[config.mk]
export PLATFORM = sky130hd
export DESIGN_NAME = ifc_if_counter
export DESIGN_NICKNAME = d
export VERILOG_FILES = /design/src/pkg/ifc_pkg.sv /design/src/design/ifc_edge_sync.sv /design/src/design/ifc_if_counter.sv
export SDC_FILE = /design/constraint.sdc
export NUM_CORES = 1
export LEC_CHECK = 0
export CAP_MARGIN = 5
export CORE_MARGIN = 8
export CORE_UTILIZATION = 65
export CTS_CLUSTER_DIAMETER = 200
export DETAILED_ROUTE_END_ITERATION = 16
export DONT_BUFFER_PORTS = 1
export GPL_ROUTABILITY_DRIVEN = 0
export PLACE_DENSITY_LB_ADDON = 0.05
export SYNTH_ARGS = -nofsm -noshare
export SYNTH_HDL_FRONTEND = slang
export SYNTH_SLANG_ARGS = --single-unit
[constraint.sdc]
create_clock -name i_clk -period 6 [get_ports i_clk]
set_clock_uncertainty 0.2 [all_clocks]
set_input_delay 0 -clock i_clk [delete_from_list [all_inputs] [get_ports i_clk]]
set_output_delay 0 -clock i_clk [all_outputs]
set_load 0.005 [all_outputs]
[src/pkg/ifc_pkg.sv]
package ifc_pkg;
	// counter geometry
	localparam int CNT_W = 20;
	localparam int WIDE_W = 12;
	localparam int NARROW_W = 8;
	localparam int WIDE_LSB = 0;
	localparam int NARROW_LSB = 12;
	localparam logic [CNT_W-1:0] CNT_RESET = 20'h00000;
	localparam logic [CNT_W-1:0] CNT_ONE = 20'h00001;
	localparam logic [WIDE_W-1:0] WIDE_ONE = 12'h001;
	localparam logic [NARROW_W-1:0] NARROW_ONE = 8'h01;

	// clock rate and gate timing
	localparam int CLK_FREQ_KHZ = 25000;
	localparam int GATE_BASE_TIME_US = 1000;
	localparam int GATE_BASE_CYC = GATE_BASE_TIME_US * CLK_FREQ_KHZ / 1000;
	localparam int GATE_CNT_W = 22;
	localparam logic [GATE_CNT_W-1:0] GATE_CNT_RESET = 22'h000000;
	localparam logic [GATE_CNT_W-1:0] GATE_CNT_ONE = 22'h000001;

	// gate select codes: 1, 4, 16, 64 ms
	localparam logic [1:0] GSEL_1MS = 2'h0;
	localparam logic [1:0] GSEL_4MS = 2'h1;
	localparam logic [1:0] GSEL_16MS = 2'h2;
	localparam logic [1:0] GSEL_64MS = 2'h3;

	// timer tick of 1 us
	localparam int TIMER_TICK_TIME_NS = 1000;
	localparam int TIMER_TICK_CYC = TIMER_TICK_TIME_NS * CLK_FREQ_KHZ / 1000000;
	localparam int TICK_CNT_W = 5;
	localparam logic [TICK_CNT_W-1:0] TICK_CNT_RESET = 5'h00;
	localparam logic [TICK_CNT_W-1:0] TICK_CNT_ONE = 5'h01;
	localparam logic [TICK_CNT_W-1:0] TICK_LAST = 5'(TIMER_TICK_CYC - 1);

	typedef enum logic [1:0] {
		IFC_MODE_IF = 2'b00,
		IFC_MODE_TIMER = 2'b01,
		IFC_MODE_SPLIT = 2'b10,
		IFC_MODE_SPARE = 2'b11
	} ifc_mode_t;

	typedef enum logic [1:0] {
		IFC_ST_IDLE = 2'b00,
		IFC_ST_RUN = 2'b01,
		IFC_ST_HOLD = 2'b10
	} ifc_state_t;
endpackage : ifc_pkg

[src/design/ifc_edge_sync.sv]
`timescale 1ns/1ps
module ifc_edge_sync (
	input wire logic i_clk,
	input wire logic i_reset_n,
	input wire logic i_pin,
	output logic o_level,
	output logic o_rise
);
	logic meta_q, meta_d;
	logic sync_q, sync_d;
	logic last_q, last_d;

	// next values: only sync_q reads the first stage
	always_comb begin
		meta_d = i_pin;
		sync_d = meta_q;
		last_d = sync_q;
	end

	// two-flop synchroniser plus one stage for edge detection
	always_ff @(posedge i_clk or negedge i_reset_n) begin
		if (!i_reset_n) begin
			meta_q <= 1'b0;
			sync_q <= 1'b0;
			last_q <= 1'b0;
		end else begin
			meta_q <= meta_d;
			sync_q <= sync_d;
			last_q <= last_d;
		end
	end

	// one-cycle pulse per rising edge, from synchronised stages only
	assign o_level = sync_q;
	assign o_rise = sync_q & ~last_q;
endmodule : ifc_edge_sync

[src/design/ifc_if_counter.sv]
`timescale 1ns/1ps
//Contract
//- a 20-bit counter counts rising edges of the if input
//- gate time picked from 1, 4, 16 or 64 ms; counts only while open
//- the full 20-bit result is readable by the processor
//- with if counting unused, the counter serves as a timer
//- split mode makes two independent counters of 12 and 8 bits
//- in split mode 12-bit counts pin one, 8-bit counts pin two
//- pin selection, mode and counter controls are all set by software
//- the if pin can serve as a plain digital input port instead
//- if input from 0.35 to 12 MHz is counted without losing edges
//- results let software compare the measured if against expected values
module ifc_if_counter import ifc_pkg::*; #(
	parameter int unsigned P_GATE_BASE_CYCLES = GATE_BASE_CYC
) (
	input wire logic i_clk,
	input wire logic i_reset_n,
	input wire logic i_intermediate_freq_input,
	input wire logic i_wide_counter_pulse_input,
	input wire logic i_narrow_counter_pulse_input,
	input wire logic [1:0] i_mode,
	input wire logic [1:0] i_gate_sel,
	input wire logic i_if_as_port,
	input wire logic i_start,
	input wire logic i_stop,
	input wire logic i_result_ack,
	output logic [CNT_W-1:0] o_count,
	output logic o_done,
	output logic o_gate_open,
	output logic o_general_input_port_a
);
	// gate length in clock cycles: base shifted by two per select step
	function automatic logic [GATE_CNT_W-1:0] ifc_gate_limit(input logic [1:0] sel);
		ifc_gate_limit = GATE_CNT_W'(P_GATE_BASE_CYCLES) << {sel, 1'b0};
	endfunction : ifc_gate_limit

	logic if_level, if_rise;
	logic wide_rise, narrow_rise;

	// every pin passes two flops before any logic sees it
	ifc_edge_sync u_if_sync (
		.i_clk(i_clk),
		.i_reset_n(i_reset_n),
		.i_pin(i_intermediate_freq_input),
		.o_level(if_level),
		.o_rise(if_rise)
	);

	ifc_edge_sync u_wide_sync (
		.i_clk(i_clk),
		.i_reset_n(i_reset_n),
		.i_pin(i_wide_counter_pulse_input),
		.o_level(),
		.o_rise(wide_rise)
	);

	ifc_edge_sync u_narrow_sync (
		.i_clk(i_clk),
		.i_reset_n(i_reset_n),
		.i_pin(i_narrow_counter_pulse_input),
		.o_level(),
		.o_rise(narrow_rise)
	);

	ifc_state_t state_q, state_d;
	ifc_mode_t mode_q, mode_d;
	logic [1:0] gsel_q, gsel_d;
	logic [GATE_CNT_W-1:0] gate_cnt_q, gate_cnt_d;
	logic [TICK_CNT_W-1:0] tick_cnt_q, tick_cnt_d;
	logic [CNT_W-1:0] count_q, count_d;
	logic done_q, done_d;
	logic gate_q, gate_d;
	logic port_q, port_d;
	logic start_ok, gate_end, tick, close_now;
	logic [WIDE_W-1:0] wide_field;
	logic [NARROW_W-1:0] narrow_field;

	// start is refused while a measurement runs
	assign start_ok = i_start && (state_q != IFC_ST_RUN);
	assign gate_end = (mode_q == IFC_MODE_IF) &&
		(gate_cnt_q == ifc_gate_limit(gsel_q) - GATE_CNT_ONE);
	assign tick = (tick_cnt_q == TICK_LAST);
	assign close_now = (state_q == IFC_ST_RUN) && (gate_end || i_stop);
	assign wide_field = count_q[WIDE_LSB +: WIDE_W];
	assign narrow_field = count_q[NARROW_LSB +: NARROW_W];

	// sequencer: idle, run with gate open, hold result
	always_comb begin
		state_d = state_q;
		mode_d = mode_q;
		gsel_d = gsel_q;
		if (start_ok) begin
			state_d = IFC_ST_RUN;
			mode_d = ifc_mode_t'(i_mode);
			gsel_d = i_gate_sel;
		end else begin
			case (state_q)
				IFC_ST_RUN: begin
					if (close_now) begin
						state_d = IFC_ST_HOLD;
					end
				end
				IFC_ST_HOLD: begin
					if (i_result_ack && !done_q) begin
						state_d = IFC_ST_HOLD;
					end
				end
				default: begin
					state_d = state_q;
				end
			endcase
		end
	end

	// gate and timer-tick counters reload on every start
	always_comb begin
		gate_cnt_d = gate_cnt_q;
		tick_cnt_d = tick_cnt_q;
		if (start_ok) begin
			gate_cnt_d = GATE_CNT_RESET;
			tick_cnt_d = TICK_CNT_RESET;
		end else if (state_q == IFC_ST_RUN) begin
			gate_cnt_d = gate_cnt_q + GATE_CNT_ONE;
			tick_cnt_d = tick ? TICK_CNT_RESET : tick_cnt_q + TICK_CNT_ONE;
		end
	end

	// count path; an edge in the closing cycle is still taken
	always_comb begin
		count_d = count_q;
		if (start_ok) begin
			count_d = CNT_RESET;
		end else if (state_q == IFC_ST_RUN) begin
			case (mode_q)
				IFC_MODE_IF: begin
					// port mode keeps the pin away from the counter
					if (if_rise && !i_if_as_port) begin
						count_d = count_q + CNT_ONE;
					end
				end
				IFC_MODE_TIMER: begin
					if (tick) begin
						count_d = count_q + CNT_ONE;
					end
				end
				IFC_MODE_SPLIT: begin
					// fields wrap on their own, no carry between them
					count_d[WIDE_LSB +: WIDE_W] = wide_field + (wide_rise ? WIDE_ONE :
						12'h000);
					count_d[NARROW_LSB +: NARROW_W] = narrow_field +
						(narrow_rise ? NARROW_ONE : 8'h00);
				end
				default: begin
					count_d = count_q;
				end
			endcase
		end
	end

	// done flag: set at gate close wins over a read in the same cycle
	always_comb begin
		done_d = done_q;
		if (close_now) begin
			done_d = 1'b1;
		end else if (start_ok || i_result_ack) begin
			done_d = 1'b0;
		end
		gate_d = (state_d == IFC_ST_RUN);
		port_d = if_level;
	end

	always_ff @(posedge i_clk or negedge i_reset_n) begin
		if (!i_reset_n) begin
			state_q <= IFC_ST_IDLE;
			mode_q <= IFC_MODE_IF;
			gsel_q <= GSEL_1MS;
			gate_cnt_q <= GATE_CNT_RESET;
			tick_cnt_q <= TICK_CNT_RESET;
			count_q <= CNT_RESET;
			done_q <= 1'b0;
			gate_q <= 1'b0;
			port_q <= 1'b0;
		end else begin
			state_q <= state_d;
			mode_q <= mode_d;
			gsel_q <= gsel_d;
			gate_cnt_q <= gate_cnt_d;
			tick_cnt_q <= tick_cnt_d;
			count_q <= count_d;
			done_q <= done_d;
			gate_q <= gate_d;
			port_q <= port_d;
		end
	end

	// result is the live register so software can compare it at any time
	assign o_count = count_q;
	assign o_done = done_q;
	assign o_gate_open = gate_q;
	assign o_general_input_port_a = port_q;

	// helper: cycles the gate has stood open, read only by checks
	logic [GATE_CNT_W-1:0] open_len_q;
	always_ff @(posedge i_clk or negedge i_reset_n) begin
		if (!i_reset_n) begin
			open_len_q <= GATE_CNT_RESET;
		end else begin
			open_len_q <= gate_q ? open_len_q + GATE_CNT_ONE : GATE_CNT_RESET;
		end
	end
endmodule : ifc_if_counter

# After elaboration in Yosys (flattened, before gate mapping)
# Cells that the tools add are included.
word_totals:
  output_inout_bits: 23
  reg_bits: 64
  wordCells: 72
  in_bits: 13
classes:
  shifts: 1
  n_eq_ne: 10
  n_bitwise: 6
  mux: 18
  addsub: 6
  reduce_logical: 14
ops:
  columns: ["cell", "count"]
  rows:
  - ["20-bit two-way mux", 4]
  - ["20-bit case mux with 3 select lines", 1]
  - ["22-bit two-way mux", 2]
  - ["22-bit by 1-bit adder with 22-bit output (second input constant)", 1]
  - ["22-bit == test", 1]
  - ["15-bit by 3-bit left shift with 22-bit output (first input constant)", 1]
  - ["22-bit by 1-bit subtractor with 22-bit output (second input constant)", 1]
  - ["20-bit by 1-bit adder with 20-bit output (second input constant)", 1]
  - ["5-bit two-way mux", 3]
  - ["12-bit by 1-bit adder with 12-bit output", 1]
  - ["8-bit by 1-bit adder with 8-bit output", 1]
  - ["2-bit by 1-bit == test with 1-bit output (second input constant)", 3]
  - ["2-bit two-way mux", 3]
  - ["5-bit by 1-bit adder with 5-bit output (second input constant)", 1]
  - ["5-bit == test (second input constant)", 1]
  - ["1-bit logical AND", 5]
  - ["2-bit == test (second input constant)", 2]
  - ["1-bit two-way mux", 4]
  - ["2-bit case mux with 2 select lines", 1]
  - ["4-bit AND reduction", 1]
  - ["2-bit nonzero test", 2]
  - ["4-bit nonzero test", 1]
  - ["1-bit AND", 3]
  - ["3-bit by 2-bit inequality test with 1-bit output (second input constant)", 1]
  - ["6 further kinds", 10]

# Longest topological paths before layout
logic_depth:
  word_depth: 10
  ltp_mapped: 9
  mapped_depth_nobuf: 7

# By module
# From an unflattened synthesis, not the netlist that was laid out.
hier_totals:
  hier_cells: 361
  area_unflattened_um2: 3564.7
modules_own_cells:
  columns: ["module", "seq_area_each_um2", "instances", "cells_each", "area_per_inst_um2"]
  rows:
  - ["ifc_if_counter", 1401.3, 1, 349, 3298.2]
  - ["ifc_edge_sync", 75.1, 3, 4, 88.8]

# Least setup slack after synthesis
# Ideal clock, no wire load.
synth_path:
  kind: "register -> register"
  startpoint: "register gsel_q[1]"
  endpoint: "register gate_q (netlist: o_gate_open)"
  t_required_ns: 5.651
  setup_ns: 0.149
  setup_slack_ns: 3.612
  n_path_buf: 0
  arrival_ns: 2.039
  synth_period_minus_slack_ns: 2.388
  path_stages_with_launch: 7
  cell_sequence: "dfrtp_1 > inv_1 > ha_1 > or3b_2 > a221o_1 > nor4_1 > o221ai_1"
synth_via:
  elab_chain_cells: 10
synth_rtl:
  columns: ["element", "line", "rtl"]
  rows:
  - ["start, declared", "ifc_if_counter.sv:67", "logic [1:0] gsel_q, gsel_d;"]
  - ["start signal, assigned", "ifc_if_counter.sv:186", "gsel_q <= gsel_d;"]
  - ["15-bit by 3-bit left shift with 22-bit output", "ifc_if_counter.sv:34", "ifc_gate_limit = GATE_CNT_W'(P_GATE_BASE_CYCLES) << {sel, 1'b0};"]
  - ["22-bit by 1-bit subtractor with 22-bit output", "ifc_if_counter.sv:81", "(gate_cnt_q == ifc_gate_limit(gsel_q) - GATE_CNT_ONE);"]
  - ["22-bit == test", "ifc_if_counter.sv:81", null]
  - ["1-bit logical AND", "ifc_if_counter.sv:80", "assign gate_end = (mode_q == IFC_MODE_IF) &&"]
  - ["1-bit logical OR", "ifc_if_counter.sv:83", "assign close_now = (state_q == IFC_ST_RUN) && (gate_end || i_stop);"]
  - ["1-bit logical AND", "ifc_if_counter.sv:83", null]
  - ["2-bit two-way mux", "ifc_if_counter.sv:99", "if (close_now) begin"]
  - ["2-bit case mux with 2 select lines", "ifc_if_counter.sv:97", "case (state_q)"]
  - ["2-bit two-way mux", "ifc_if_counter.sv:92", "if (start_ok) begin"]
  - ["2-bit by 1-bit == test with 1-bit output", "ifc_if_counter.sv:168", "gate_d = (state_d == IFC_ST_RUN);"]
  - ["via gate_d", "ifc_if_counter.sv:72", "logic gate_q, gate_d;"]
  - ["end signal, assigned", "ifc_if_counter.sv:191", "gate_q <= gate_d;"]
  - ["end, declared", "ifc_if_counter.sv:72", null]
# The timed path passes the listed nets, and every way through them passes these cells.
# A chain may end at the register's enable or synchronous reset.

# Final worst setup path
layout_path:
  startpoint: "register gsel_q[1]"
  endpoint: "register state_q[0]"
layout_via:
  elab_chain_cells: 9
layout_rtl:
  columns: ["element", "line", "rtl"]
  rows:
  - ["15-bit by 3-bit left shift with 22-bit output", "ifc_if_counter.sv:34", null]
  - ["22-bit by 1-bit subtractor with 22-bit output", "ifc_if_counter.sv:81", null]
  - ["22-bit == test", "ifc_if_counter.sv:81", null]
  - ["1-bit logical AND", "ifc_if_counter.sv:80", null]
  - ["1-bit logical OR", "ifc_if_counter.sv:83", null]
  - ["1-bit logical AND", "ifc_if_counter.sv:83", null]
  - ["2-bit two-way mux", "ifc_if_counter.sv:99", null]
  - ["2-bit case mux with 2 select lines", "ifc_if_counter.sv:97", null]
  - ["2-bit two-way mux", "ifc_if_counter.sv:92", null]
  - ["via state_d[0]", "ifc_if_counter.sv:65", "ifc_state_t state_q, state_d;"]
  - ["end signal, assigned", "ifc_if_counter.sv:184", "state_q <= state_d;"]
  - ["end, declared", "ifc_if_counter.sv:65", null]
# The timed path passes the listed nets, and every way through them passes these cells.

==> results.cfg <==
[timing]
worst_pin_slew_ns = 0.866
relSlewSlack_pct = 42.1
drv_slew = 0
setup_viol = 0
tns_ns = 0
min_period_ns = 3.14
fmax_mhz = 319
whs_ns = 0.0796
rsz0062_at_grt = no
fin_ws_ns = 2.86
final_hold_viol_count = 0
post-route-period-util_pct = 52.3

[critical_path]
worstPathRequired_ns = 6.03
slowest_stage = dlygate4sd3_1
cp-end-kind = flop
critical_path_class = reg2reg
rr_startpoint = gsel_q[1]$_DFFE_PN0P_
critPathMaxFanout = 7
crit_buf_inv = 2
worstPathCellList = inv_1, ha_1, or3b_2, a221o_1, nor3_1, o41ai_1, dlygate4sd3_1
start_kind = flop
path_delay_family = simple AND/OR/NAND/NOR gates
r2r_end = state_q[0]$_DFF_PN0_
cp.arrival_ns = 3.17
slowest_delay_ns = 0.57
ff2ff_setup_slack_ns = 2.86
reg2reg_depth = 7

[pwr]
internal_power_uw = 901
power_frac_clock_pct = 29.1
power_density_nw_per_um2 = 355
netSwitchingPower_uw = 545
swShare_pct = 37.7
p_leak_uw = 0.00174
finalPower_uw = 1450
seqPwrFrac_pct = 39.1
power_frac_comb_pct = 31.8
ir_worst_vdd_mv = 0.189

[global_routing]
antenna_found_initial = 0
grt_pass1_wl_mm = 13.4
grt-ovfl-total = 0
grt_pass1_vias = 2683
grt.total_usage_pct = 20.1
grt_start_max_net_pins = 65

[finish]
seq_area_um2 = 1600
drive_gt1_share_pct = 9.34
multi_input_area_um2 = 1890
final_area_um2 = 4070
fin_nets = 423
areaGrowthSynthToFinish_pct = 13.3
num-fill-cells = 378
diodes = 0

[flow_run]
drv_cap = 0

[placed_design]
pre_cts_ws_ns = 3.11
hpwl_mm = 5.21
portBuffers = 0
place_area_um2 = 3630

[clocking]
cts.clk_slew.worst_paths_ns = 0.08
clk_latency_ns = 0.34
root_buffer = clkbuf_8
cts_setup_buffers = 0
cts_buffers = 9
cts_buffer_depth = 2
cts_max_level = 3
clock-sinks = 64
tritoncts = done

[logic_synthesis]
ys_seq_elements = 64
synth_edf_count = 0
synth_nets = 405
synth_cell_types = 58
yosys-top-cells-area = dfrtp_1 (45%), ha_1 (6.6%), nand2_1 (5.1%)
synth.top_cell.area_share_pct = 44.5
synth_area_um2 = 3600
yosys_warnings = 0
syn_avg_cell_area_um2 = 9.64
synthCells = 373
synth_area_leader_cell = dfrtp_1
synthArstFlopShare_pct = 100
seq_area_frac_synth_pct = 44.5
synth_ff_type = dfrtp_1

[route]
drt-total-wl_mm = 7.89
dr_total_vias = 2870
drtAntennaViolNets = 0
post-route-drc-count = 0
drt_iter0_drc = 163
avgViaCountPerCell = 6.13
dr.pass1.iters = 4
wl_per_cell_um = 16.9

[die]
dieArea_um2 = 8170
fp.dieH_um = 90.4
initial_utilization_pct = 66.1
fp.dieW_um = 90.4
core-area_um2 = 5440
row_count = 27
ios = 36

[worst_hold_path]
hold_path.class = in2async

[outcome]
status = finished clean
cell families after synthesis:
logic type                 synth area share [%]
xor gates and xnor gates                   1.70
DFF                                        44.5
AOI/OAI and AO/OA                          16.0
and+or+nand+nor                            25.4
buffers and inverters                      2.96
muxes                                      2.85
adders and majority gates                  6.61
final cells by class:
| class | count | share of cell area [%] |
|---|---|---|
| multi-input combinational | 286 | 46.4 |
| sequential | 64 | 39.3 |
| timing repair buffer | 19 | 5.47 |
| clock buffer | 9 | 3.04 |
| clock inverter | 7 | 2.52 |
| tap | 72 | 2.21 |
| inverter | 11 | 1.01 |
synthesized netlist by cell type, types with 6 or more instances:
master	instances
o21ai_0	31
o211ai_1	6
nand3_1	30
mux2i_1	8
nand2_1	49
o31ai_1	14
clkbuf_1	8
nand4_1	12
inv_1	11
dfrtp_1	64
ha_1	19
or4_1	8
a21oi_1	17
nor2_1	15
sequential cells by signal (all words and copies together) (netlist names), 2 cells and up:
register and flops:
gate_cnt_q 22, state_q 2, mode_q 2, gsel_q 2, o_count 20, tick_cnt_q 5
worst max-delay path by stage:
stage	slack [ns]	end	cells past startpoint	from
final	2.86	state_q[0]$_DFF_PN0_	7	gsel_q[1]$_DFFE_PN0P_
after detailed placement	3.11	o_count[19]$_DFFE_PN0P_	7	state_q[1]$_DFF_PN0_
after global placement	3.16	o_count[19]$_DFFE_PN0P_	7	state_q[1]$_DFF_PN0_
after global routing	2.76	state_q[0]$_DFF_PN0_	7	gsel_q[1]$_DFFE_PN0P_
after floorplan	3.61	o_gate_open$_DFF_PN0_	6	gsel_q[1]$_DFFE_PN0P_
after CTS	2.90	state_q[0]$_DFF_PN0_	7	gsel_q[1]$_DFFE_PN0P_
worst register-to-register path, delay by kind of cell, from the launching register on:
kind / cells / cell delay [ns]
AND/OR/NAND/NOR: 2 / 0.75
buffers and inverters: 2 / 0.74
flip-flops: 1 / 0.49
AO/OA/AOI/OAI: 2 / 0.49
adder cells (fa/ha/maj): 1 / 0.36
cells in the final DEF (no fill, tap or decap), drive strengths merged, types with 2 or more instances in the layout:
cell type / count
nor4: 5
a22o: 3
xor2: 5
and2: 7
or3b: 3
buf: 3
or4: 8
nand4: 13
inv: 13
a31oi: 3
nand3: 31
nor3: 5
o211ai: 7
nand3b: 2
clkinv: 2
o31ai: 14
nand4b: 2
o21ai: 31
nand2: 49
dfrtp: 64
ha: 19
or3: 5
nand2b: 3
dlygate4sd3: 16
nor2b: 5
mux2i: 8
a21oi: 17
mux2: 2
and3: 3
o41ai: 2
bufinv: 2
nor2: 16
o22ai: 2
clkbuf: 9
xnor2: 2
or2: 2
through the flow:
stage | std cells | util [%]
floorplan | 373 | -
global placement | 434 | 66.8
detailed placement | 434 | 66.8
CTS | 468 | 74.9
global route | 468 | 74.9
finish | 468 | 74.9
power groups by stage:
stage | Clock [uW] | Combinational (uW) | Sequential [uW]
floorplan | 0 | 357 | 550
global placement | 0 | 412 | 570
detailed placement | 0 | 427 | 573
CTS | 427 | 459 | 564
global route | 445 | 519 | 574
finish | 421 | 460 | 565
metal layers:
layer	GRT usage [%]	vias up	share of wire, %
met4	8.60	0	1.6
li1	-	1412	-
met3	4.82	13	4.3
met1	26.8	1392	48
met5	0	-	0
met2	30.4	53	46
timing repair:
action                                 CTS  global route
hold buffers                            18             0
setup endpoints to repair                0             0
endpoints found under the hold margin  100             0
resized for setup                        0             0
Power figures use the tool's default switching activity.
